==> src/hw/nvu_defines.svh <==
// register offsets, field positions, key values and reset values for the unlock control
// How it works
// RQ1: software masks interrupts below priority 7 for five instructions before unlocking.
// RQ2: first unlock step writes byte 0x55 to the key register.
// RQ3: the very next key write must be 0xAA to complete the unlock.
// RQ4: setting start right after the unlock pair begins the selected operation; the code also needs write enable set by an earlier write.
// RQ5: software follows the start instruction with exactly two no-operations.
// RQ6: control holds start bit15, write enable bit14, error bit13, type low bits; reset zero.
// RQ7: address low and upper low byte undefined after reset; upper byte reads zero.
// RQ8: device clears start by itself when the operation finishes.
// RQ9: key register is write-only and needs both values in consecutive writes.
// RQ10: address registers capture the 24-bit table address, low 16 and upper 8.
// RQ11: broken or wrong key sequence ignores start and needs the full key again.
`ifndef NVU_DEFINES_SVH
`define NVU_DEFINES_SVH
`define NVU_OFS_CONTROL 16'h0760
`define NVU_OFS_ADDR_LOW 16'h0762
`define NVU_OFS_ADDR_UPPER 16'h0764
`define NVU_OFS_KEY 16'h0766
`define NVU_OFS_IRQ_STATUS 16'h0768
`define NVU_OFS_IRQ_MASK 16'h076C
`define NVU_BIT_START 15
`define NVU_BIT_WRITE_ENABLE_BIT 14
`define NVU_BIT_WRITE_ERROR_FLAG 13
`define NVU_TYPE_W 4
`define NVU_KEY_FIRST 8'h55
`define NVU_KEY_SECOND 8'hAA
`define NVU_CONTROL_RESET 16'h0000
`define NVU_IRQ_DONE 0
`define NVU_IRQ_KEYFAIL 1
`endif

==> src/hw/nvu_pkg.sv <==
// types for the nonvolatile unlock control block
package nvu_pkg;
  typedef enum logic [1:0] {
    NVU_LOCKED = 2'b00,
    NVU_HALF = 2'b01,
    NVU_UNLOCKED = 2'b10,
    NVU_BUSY = 2'b11
  } nvu_state_t;

  typedef struct packed {
    nvu_state_t st;
    logic start;
    logic write_enable_bit;
    logic write_error_flag;
    logic [3:0] optype;
    logic [15:0] addr_low;
    logic [7:0] addr_up;
    logic [1:0] irq_status;
    logic [1:0] irq_mask;
    logic [31:0] rdata;
    logic rvalid;
  } nvu_regs_t;
endpackage : nvu_pkg

==> src/hw/nvu_unlock_control.sv <==
// unlock, start and register map of the nonvolatile memory sequencer
`timescale 1ns/1ps
`include "nvu_defines.svh"
module nvu_unlock_control (
  input wire logic clk,
  input wire logic reset,
  input wire logic [15:0] avs_address,
  input wire logic avs_read,
  input wire logic avs_write,
  input wire logic [31:0] avs_writedata,
  input wire logic [3:0] avs_byteenable,
  output logic [31:0] avs_readdata,
  output logic avs_waitrequest,
  input wire logic tbl_valid,
  input wire logic [23:0] tbl_address,
  input wire logic op_done,
  input wire logic abort_reset,
  output logic op_start,
  output logic [3:0] op_type,
  output logic irq
);
  import nvu_pkg::*;

  nvu_regs_t s_r;
  nvu_regs_t s_nxt;
  logic wr_ctl;
  logic wr_key;
  logic [7:0] key_byte;
  logic [15:0] ctl_read;

  function automatic logic hit(input logic [15:0] a, input logic [15:0] ofs);
    hit = (a == ofs);
  endfunction : hit

  // reads answer one cycle late; writes are taken at once
  assign avs_waitrequest = avs_read && !s_r.rvalid;
  assign avs_readdata = s_r.rdata;
  assign wr_ctl = avs_write && hit(avs_address, `NVU_OFS_CONTROL) && avs_byteenable[1];
  assign wr_key = avs_write && hit(avs_address, `NVU_OFS_KEY) && avs_byteenable[0];
  assign key_byte = avs_writedata[7:0];
  assign ctl_read = {s_r.start, s_r.write_enable_bit, s_r.write_error_flag, 9'h000, s_r.optype}; // [RQ6]
  assign op_type = s_r.optype;
  assign irq = |(s_r.irq_status & s_r.irq_mask);

  always_comb
  begin
    s_nxt = s_r;
    op_start = 1'b0;
    s_nxt.rvalid = 1'b0;
    if (tbl_valid)
    begin
      s_nxt.addr_low = tbl_address[15:0]; // [RQ10]
      s_nxt.addr_up = tbl_address[23:16]; // [RQ10]
    end
    // key tracker: any write other than the expected next key drops the unlock
    case (s_r.st)
      NVU_LOCKED:
      begin
        if (wr_key && key_byte == `NVU_KEY_FIRST)
        begin
          s_nxt.st = NVU_HALF; // [RQ2]
        end
      end
      NVU_HALF:
      begin
        if (wr_key && key_byte == `NVU_KEY_SECOND)
        begin
          s_nxt.st = NVU_UNLOCKED; // [RQ3] [RQ9]
        end
        else if (avs_write)
        begin
          s_nxt.st = NVU_LOCKED; // [RQ11]
          s_nxt.irq_status[`NVU_IRQ_KEYFAIL] = 1'b1;
        end
      end
      NVU_UNLOCKED:
      begin
        if (avs_write)
        begin
          s_nxt.st = NVU_LOCKED; // [RQ11]
          // start needs write enable set by an earlier write
          if (wr_ctl && avs_writedata[`NVU_BIT_START] && s_r.write_enable_bit)
          begin
            s_nxt.st = NVU_BUSY; // [RQ4]
            s_nxt.start = 1'b1;
            op_start = 1'b1;
          end
        end
      end
      NVU_BUSY:
      begin
        if (abort_reset)
        begin
          s_nxt.st = NVU_LOCKED;
          s_nxt.start = 1'b0;
          s_nxt.write_error_flag = 1'b1;
        end
        else if (op_done)
        begin
          s_nxt.st = NVU_LOCKED;
          s_nxt.start = 1'b0; // [RQ8]
          s_nxt.irq_status[`NVU_IRQ_DONE] = 1'b1;
        end
      end
      default:
      begin
        s_nxt.st = NVU_LOCKED;
      end
    endcase
    if (wr_ctl)
    begin
      // software can never clear start; only abort_reset or reset cuts a running operation short
      s_nxt.write_enable_bit = avs_writedata[`NVU_BIT_WRITE_ENABLE_BIT];
      // an abort in this very cycle keeps the error flag set only if the flag was clear before
      s_nxt.write_error_flag = avs_writedata[`NVU_BIT_WRITE_ERROR_FLAG] | (s_nxt.write_error_flag & ~s_r.write_error_flag);
      if (s_r.st != NVU_BUSY)
      begin
        s_nxt.optype = avs_writedata[`NVU_TYPE_W-1:0];
      end
    end
    if (avs_write && hit(avs_address, `NVU_OFS_ADDR_LOW) && avs_byteenable[1:0] == 2'b11)
    begin
      s_nxt.addr_low = avs_writedata[15:0];
    end
    if (avs_write && hit(avs_address, `NVU_OFS_ADDR_UPPER) && avs_byteenable[0])
    begin
      s_nxt.addr_up = avs_writedata[7:0];
    end
    if (avs_write && hit(avs_address, `NVU_OFS_IRQ_MASK))
    begin
      s_nxt.irq_mask = avs_writedata[1:0];
    end
    if (avs_write && hit(avs_address, `NVU_OFS_IRQ_STATUS))
    begin
      // a bit newly set by this cycle's events wins over the write-one clear; one already set is cleared
      s_nxt.irq_status = s_nxt.irq_status &
        ~(avs_writedata[1:0] & ~(s_nxt.irq_status & ~s_r.irq_status));
    end
    if (avs_read && !s_r.rvalid)
    begin
      s_nxt.rvalid = 1'b1;
      case (avs_address)
        `NVU_OFS_CONTROL: s_nxt.rdata = {16'h0000, ctl_read};
        `NVU_OFS_ADDR_LOW: s_nxt.rdata = {16'h0000, s_r.addr_low};
        `NVU_OFS_ADDR_UPPER: s_nxt.rdata = {24'h000000, s_r.addr_up}; // [RQ7]
        `NVU_OFS_IRQ_STATUS: s_nxt.rdata = {30'h00000000, s_r.irq_status};
        `NVU_OFS_IRQ_MASK: s_nxt.rdata = {30'h00000000, s_r.irq_mask};
        default: s_nxt.rdata = 32'h00000000; // key register reads zero [RQ9]
      endcase
    end
  end

  always_ff @(posedge clk)
  begin
    if (reset)
    begin
      s_r.st <= NVU_LOCKED;
      s_r.start <= 1'b0; // [RQ6]
      s_r.write_enable_bit <= 1'b0;
      s_r.write_error_flag <= 1'b0;
      s_r.optype <= 4'h0;
      s_r.irq_status <= 2'h0;
      s_r.irq_mask <= 2'h0;
      s_r.rdata <= 32'h00000000;
      s_r.rvalid <= 1'b0;
      // address registers are left as they were [RQ7]
    end
    else
    begin
      s_r <= s_nxt;
    end
    if (!reset)
    begin
      s_r.addr_low <= s_nxt.addr_low;
      s_r.addr_up <= s_nxt.addr_up;
    end
  end

  // key sequence: the state alone remembers that the last write was the second key
  AST_START_NEEDS_KEY: assert property (@(posedge clk) disable iff (reset) // [RQ3]
    op_start
    |-> s_r.st == NVU_UNLOCKED && wr_ctl)
    else $error("start without full key");

  AST_HALF_AFTER_55: assert property (@(posedge clk) disable iff (reset) // [RQ2]
    (s_r.st == NVU_LOCKED && wr_key && key_byte == `NVU_KEY_FIRST)
    |=> s_r.st == NVU_HALF)
    else $error("first key not taken");

  AST_LOCKED_STAYS: assert property (@(posedge clk) disable iff (reset) // [RQ2]
    (s_r.st == NVU_LOCKED && !(wr_key && key_byte == `NVU_KEY_FIRST))
    |=> s_r.st == NVU_LOCKED)
    else $error("left lock without first key");

  AST_HALF_TO_UNLOCK: assert property (@(posedge clk) disable iff (reset) // [RQ3]
    (s_r.st == NVU_HALF && wr_key && key_byte == `NVU_KEY_SECOND)
    |=> s_r.st == NVU_UNLOCKED)
    else $error("second key not taken");

  AST_BAD_KEY_LOCKS: assert property (@(posedge clk) disable iff (reset) // [RQ11]
    (s_r.st == NVU_HALF && avs_write && !(wr_key && key_byte == `NVU_KEY_SECOND))
    |=> s_r.st == NVU_LOCKED)
    else $error("bad key did not relock");

  AST_KEYFAIL_SET: assert property (@(posedge clk) disable iff (reset) // [RQ11]
    (s_r.st == NVU_HALF && avs_write && !(wr_key && key_byte == `NVU_KEY_SECOND))
    |=> s_r.irq_status[`NVU_IRQ_KEYFAIL])
    else $error("key failure not flagged");

  AST_UNLOCK_ONE_WRITE: assert property (@(posedge clk) disable iff (reset) // [RQ11]
    (s_r.st == NVU_UNLOCKED && avs_write && !op_start)
    |=> s_r.st == NVU_LOCKED)
    else $error("unlock survived another write");

  AST_NO_START_LOCKED: assert property (@(posedge clk) disable iff (reset) // [RQ11]
    (s_r.st != NVU_UNLOCKED)
    |-> !op_start)
    else $error("start while locked");

  // start and completion
  AST_START_NEEDS_WRITE_ENABLE_BIT: assert property (@(posedge clk) disable iff (reset) // [RQ4]
    op_start
    |-> s_r.write_enable_bit && avs_writedata[`NVU_BIT_START])
    else $error("start without write enable");

  AST_START_SETS: assert property (@(posedge clk) disable iff (reset) // [RQ4]
    op_start
    |=> s_r.start && s_r.st == NVU_BUSY)
    else $error("start bit not set");

  AST_START_MEANS_BUSY: assert property (@(posedge clk) disable iff (reset) // [RQ8]
    s_r.start
    |-> s_r.st == NVU_BUSY)
    else $error("start bit outside an operation");

  AST_BUSY_HOLDS_START: assert property (@(posedge clk) disable iff (reset) // [RQ8]
    (s_r.st == NVU_BUSY && !op_done && !abort_reset)
    |=> s_r.start && s_r.st == NVU_BUSY)
    else $error("operation ended early");

  AST_DONE_CLEARS: assert property (@(posedge clk) disable iff (reset) // [RQ8]
    (s_r.st == NVU_BUSY && op_done && !abort_reset)
    |=> !s_r.start)
    else $error("start not cleared at done");

  AST_DONE_IRQ: assert property (@(posedge clk) disable iff (reset) // [RQ8]
    (s_r.st == NVU_BUSY && op_done && !abort_reset)
    |=> s_r.irq_status[`NVU_IRQ_DONE])
    else $error("done not flagged");

  AST_ABORT_ERROR: assert property (@(posedge clk) disable iff (reset) // [RQ6]
    (s_r.st == NVU_BUSY && abort_reset)
    |=> s_r.write_error_flag && !s_r.start)
    else $error("abort did not set error");

  AST_TYPE_FROZEN: assert property (@(posedge clk) disable iff (reset) // [RQ6]
    (s_r.st == NVU_BUSY)
    |=> $stable(op_type))
    else $error("type changed while busy");

  AST_WRITE_ENABLE_BIT_WRITE: assert property (@(posedge clk) disable iff (reset) // [RQ6]
    wr_ctl
    |=> s_r.write_enable_bit == $past(avs_writedata[`NVU_BIT_WRITE_ENABLE_BIT]))
    else $error("write enable not stored");

  // address capture and register reads
  AST_ADDR_CAPTURE: assert property (@(posedge clk) disable iff (reset) // [RQ10]
    (tbl_valid && !avs_write)
    |=> {s_r.addr_up, s_r.addr_low} == $past(tbl_address))
    else $error("address not captured");

  AST_UPPER_ZERO: assert property (@(posedge clk) disable iff (reset) // [RQ7]
    (avs_read && avs_address == `NVU_OFS_ADDR_UPPER && !s_r.rvalid)
    |=> avs_readdata[31:8] == 24'h000000)
    else $error("upper address byte not zero");

  AST_KEY_READS_ZERO: assert property (@(posedge clk) disable iff (reset) // [RQ9]
    (avs_read && avs_address == `NVU_OFS_KEY && !s_r.rvalid)
    |=> avs_readdata == 32'h00000000)
    else $error("key register readable");

  AST_CTL_READBACK: assert property (@(posedge clk) disable iff (reset) // [RQ6]
    (avs_read && avs_address == `NVU_OFS_CONTROL && !s_r.rvalid)
    |=> avs_readdata[15:0] == $past(ctl_read))
    else $error("control read wrong");

  // bus timing: writes never wait, reads wait exactly one cycle
  AST_WAIT_READ_ONLY: assert property (@(posedge clk) disable iff (reset)
    (avs_write && !avs_read)
    |-> !avs_waitrequest)
    else $error("write was stalled");

  AST_READ_ANSWER: assert property (@(posedge clk) disable iff (reset)
    (avs_read && !s_r.rvalid)
    |=> s_r.rvalid)
    else $error("read not answered");

  AST_RVALID_ONE: assert property (@(posedge clk) disable iff (reset)
    s_r.rvalid
    |=> !s_r.rvalid)
    else $error("read answer held too long");

  AST_RDATA_STANDS: assert property (@(posedge clk) disable iff (reset)
    !(avs_read && !s_r.rvalid)
    |=> $stable(avs_readdata))
    else $error("read data changed without a read");

  // reset behaviour is checked while reset is high, so no disable here
  AST_CTL_RESET: assert property (@(posedge clk) // [RQ6]
    $past(reset)
    |-> ctl_read == 16'h0000)
    else $error("control not reset");

  AST_RESET_CLEARS: assert property (@(posedge clk) // [RQ6]
    reset
    |=> !s_r.start && !s_r.write_enable_bit && !s_r.write_error_flag && s_r.optype == 4'h0 && !irq)
    else $error("reset left state behind");
endmodule : nvu_unlock_control

==> config.mk <==
export PLATFORM = sky130hd
export DESIGN_NAME = nvu_unlock_control
export DESIGN_NICKNAME = d
export VERILOG_FILES = /design/src/hw/nvu_pkg.sv /design/src/hw/nvu_unlock_control.sv
export VERILOG_INCLUDE_DIRS = /design/src /design/src/hw
export SDC_FILE = /design/constraint.sdc
export NUM_CORES = 1
export LEC_CHECK = 0
export ABC_AREA = 1
export BUFFER_PORTS_ARGS = -buffer_cell sky130_fd_sc_hd__buf_2
export CORE_MARGIN = 3
export CORE_UTILIZATION = 45
export CTS_CLUSTER_DIAMETER = 100
export DETAILED_ROUTE_END_ITERATION = 10
export PLACE_DENSITY_LB_ADDON = 0.1
export SYNTH_ARGS = -nofsm -noshare
export SYNTH_HDL_FRONTEND = slang
export SYNTH_SLANG_ARGS = --single-unit
export TNS_END_PERCENT = 5
==> constraint.sdc <==
create_clock -name clk -period 1.55 [get_ports clk]
set_input_delay 0 -clock clk [delete_from_list [all_inputs] [get_ports clk]]
set_output_delay 0 -clock clk [all_outputs]
set_load 0.03 [all_outputs]
* After elaboration in Yosys (flattened, before gate mapping) *
Index checks and enable logic that the tools add are counted.
Widths: inputs -> output; s select.

operators by class
  bitwise gates (word level) = 11
  mux-type cells = 28
  equality and inequality tests = 18
  reductions and logical operators = 26

operators by type and width
  cell                  count
  $eq 16x11->1 const B  6
  $pmux 16 s5           1
  $mux 24               1
  $mux 16               1
  $logic_and 1x1->1     15
  $mux 1                12
  $mux 3                4
  $and 2x2->2           4
  $eq 8x7->1 const B    1
  $eq 8x8->1 const B    1
  $mux 2                4
  $mux 8                1
  $ne 2x2->1 const B    4
  $pmux 2 s4            1
  $reduce_and 4->1      2
  $eq 2x2->1 const B    3
  $ne 3x3->1 const B    2
  $not 2->2             3
  $reduce_and 2->1      3
  $reduce_bool 2->1     3
  $mux 5                1
  $mux 4                1
  $eq 2x1->1 const B    1
  $logic_not 2->1       1
  other kinds (6)       7

word-level totals
  word-level logic and storage cells = 94
  register bits after elaboration = 54

* Logic depth before layout (Yosys ltp) *
  depth after elaboration = 12
  depth in mapped cells = 10

* Worst setup path after synthesis *
Ideal clock, no wire load.

  path kind = input -> register
  from = in avs_address[15]
  to = reg s_r[45] (netlist bit), enable pin
  cell stages on the path = 6
  path buffers = 1
  setup slack = -0.086 ns
  setup time = 0.378 ns
  arrival = 1.258 ns
  cells stage by stage = nor2_1 -> nand2_2 -> nor2_8 -> nand4_4 -> buf_6 -> a21oi_2

between the ends
  word-level cells in the longest chain between the ends = 5

RTL lines
  item                            RTL line                   RTL
  start: declaration              nvu_unlock_control.sv:7    input wire logic [15:0] avs_address,
  $eq 16x11->1                    nvu_unlock_control.sv:32   hit = (a == ofs);
  $logic_and 1x1->1 (2 in a row)  nvu_unlock_control.sv:121  if (avs_write && hit(avs_address, `NVU_OFS_ADDR_LOW) && avs_byteenable[1:0] == 2'b11)
  $reduce_bool 2->1 (no line)     -
  $reduce_and 2->1 (no line)      -
  end signal: assignment          nvu_unlock_control.sv:170  s_r <= s_nxt;
  end: declaration                nvu_unlock_control.sv:24   nvu_regs_t s_r;

No other way between the ends.
A chain may end at the register's enable or synchronous reset.

* Worst setup path in the final report *
  from = reg s_r[69] (netlist bit)
  to = out op_start

between the ends
  word-level cells in the longest chain between the ends = 2

RTL lines
  item              RTL line                  RTL
  $eq 2x2->1        nvu_unlock_control.sv:56  case (s_r.st)
  $mux 1            nvu_unlock_control.sv:56
  end: declaration  nvu_unlock_control.sv:18  output logic op_start,

No other way between the ends.

==> flow_summary.ini <==
[job]
max_cap_viol_count = 0

[layout]
nFillCells = 678
syn2layout_area_growth_pct = 19.8
postLayoutCoreUtil_pct = 56.8
multi_input_area_um2 = 1380
drive_above_1_share_pct = 28.1
antenna_cells = 0
instances_no_fill = 626
seq_area_um2 = 1320
nets = 612

[synthesis]
synth-seq-cells = 54
synth_edf_count = 24
synth_area_leaders = edfxtp_1, dfxtp_1, nand2_1
synth_flop_cell = dfxtp_1
yosys.area.top_type = edfxtp_1
yosys_warnings = 0
ys_seq_area_share_pct = 40.2
synth_area_per_cell_um2 = 7.53
synth_commonest_cells = nand2_1, inv_1, buf_4, nor2_1, nand3_1
synth_area_um2 = 3290
synth_top_area_share_pct = 21.9
synthArstFlopShare_pct = 0
yosysUniqueCellTypes = 30
synth_most_common_cell = nand2_1
synth_cells = 437

[routing]
firstDrtPassIters = 5
drc = 0
viasPerCell = 4.51
postRouteAntennaNets = 0
routed_wl_um = 7720
drt_iter0_drc = 125
vias = 2822
wl_per_cell_um = 12.3

[worst_setup_path]
crit_required_ns = 1.55
cp_top_family = simple AND/OR/NAND/NOR gates
crit_buf_inv = 3
critical_path_arrival_ns = 1.44
cp_num_cells = 7
cp_max_fo = 4
rr_worst_depth = 8
endpoint_kind = output pin
critPathKind = reg2out
slowest_stage = dfxtp_2
max_stage_delay_ns = 0.37
cp-start-kind = flop
crit_chain = inv_2, nor2_2, nand2_1, nor2_1, nand4_1, inv_1, buf_6

[clocking]
cts_tree = done
clk_latency_ns = 0.32
htree_levels = 2
clk_pin_slew_ns = 0.11
root_buffer = clkbuf_8
post_cts_buffers = 0
numCtsBuffers = 5
cts_sinks = 54
cts_buffer_depth = 2

[global_route]
grt_pass1_vias = 2691
grt_usage_pct = 18.9
grt-ovfl-total = 0
antenna_found_initial = 0
grt_max_degree = 21
grt_pass1_wl_um = 12800

[die]
die_x_um = 91.5
start_util_pct = 47.4
die_h_um = 91.5
die_area_um2 = 8380
fp-row-count = 30
core_um2 = 6940
ios = 122

[sta]
layout_min_cycle_time_ns = 1.44
holdWs_ns = 0.00470
finalSetupTns_ns = 0
clock_skew_ns = 0.0135
setup_violations = 0
fmax_mhz = 693
period_share_pct = 93.1
slew_viol_final = 0
hold_violations = 0

[hold_path]
hold_class = in2reg
hold_path_depth = 3

[placed_design]
place_congestion = 0.863
port_buffers = 87
dp_hpwl_um = 5880
dp_cells = 597

[power]
total_power_mw = 2.82
p_per_area_nw_per_um2 = 715
p_leak_nw = 1.99
vdd_drop_max_v = 0.000418

[outcome]
outcome = completed
state kept, by name, indices dropped and copies added, names as in the netlist:
register and cells:
avs_readdata 16, s_r 31, op_type 4, ctl_read 3
area by class of cell:
| cell class | count | area share [%] |
|---|---|---|
| timing repair buffer | 120 | 18.8 |
| multi-input combinational | 274 | 35.0 |
| clock buffer | 5 | 1.75 |
| tap | 96 | 3.05 |
| sequential | 54 | 33.5 |
| inverter | 74 | 7.08 |
| clock inverter | 3 | 0.730 |
routing by layer:
layer | part of all wire (%) | global-route usage, % | vias to the layer above | wire length (um)
li1 | - | - | 1513 | -
met1 | 48 | 25.5 | 1213 | 3690
met2 | 45 | 30.7 | 89 | 3500
met3 | 6.1 | 3.81 | 7 | 470
met4 | 0.83 | 5.03 | 0 | 64
met5 | 0 | 0 | - | 0
layout by cell type, fill, tap and decap left out, types with 5 or more instances in the layout:
| cell | instances |
|---|---|
| nand2_1 | 97 |
| dlygate4sd3_1 | 21 |
| edfxtp_1 | 24 |
| buf_2 | 86 |
| a21oi_1 | 21 |
| nand2_2 | 6 |
| inv_1 | 68 |
| inv_2 | 5 |
| o21ai_1 | 19 |
| o21ai_2 | 10 |
| clkbuf_8 | 5 |
| nand4_1 | 11 |
| nor2_1 | 34 |
| conb_1 | 16 |
| buf_4 | 12 |
| nor2_2 | 6 |
| dfxtp_1 | 29 |
| nand3_1 | 34 |
through the flow:
| step | cell area [um2] | setup slack [ns] |
|---|---|---|
| 2_1_floorplan | 3350 | 0.120 |
| 3_3_place_gp | 3620 | 0.214 |
| 3_5_place_dp | 3620 | 0.208 |
| 4_1_cts | 3930 | 0.0109 |
| 5_1_grt | 3940 | -0.00241 |
| 6_report | 3940 | 0.107 |
power by group:
part	leakage [nW]	internal, mW	switching [mW]	total [mW]
Combinational	1.48	0.158	0.250	0.408
Clock	0.0502	0.336	0.516	0.852
Sequential	0.468	1.54	0.0179	1.56
Total	1.99	2.03	0.784	2.82
repair_timing:
item,4_1_cts,5_1_grt
hold buffers,21,0
resized for setup,0,6
endpoints found under the hold margin,21,0
endpoints found under the setup margin,0,1
worst min-delay path: cells and delay by family:
family / cells / cell delay, ns
AO/OA/AOI/OAI: 1 / 0.08
buffers and inverters: 1 / 0.09
AND/OR/NAND/NOR: 1 / 0.05
logic make-up (layout without fill, tap and decap cells):
kind of cell,after synthesis,after routing,synth area share (%)
AOI/OAI and AO/OA,59,59,10.6
buffers and inverters,124,202,19.9
DFF,54,54,40.2
other,1,16,0.114
and+or+nand+nor,199,199,29.2
path summary, 6_finish.rpt:
check	end	start	slack, ns
worst min-delay path	s_r[59]$_DFFE_PP_	tbl_address[14]	0.005
worst max-delay path	op_start	s_r[69]$_SDFFE_PP0P_	0.11
worst max register to register	s_r[68]$_SDFFE_PP0P_	s_r[69]$_SDFFE_PP0P_	0.33
worst min register to register	avs_readdata[4]$_SDFFE_PP0P_	avs_readdata[4]$_SDFFE_PP0P_	0.47
No activity file was read; power rests on OpenSTA's default activity.
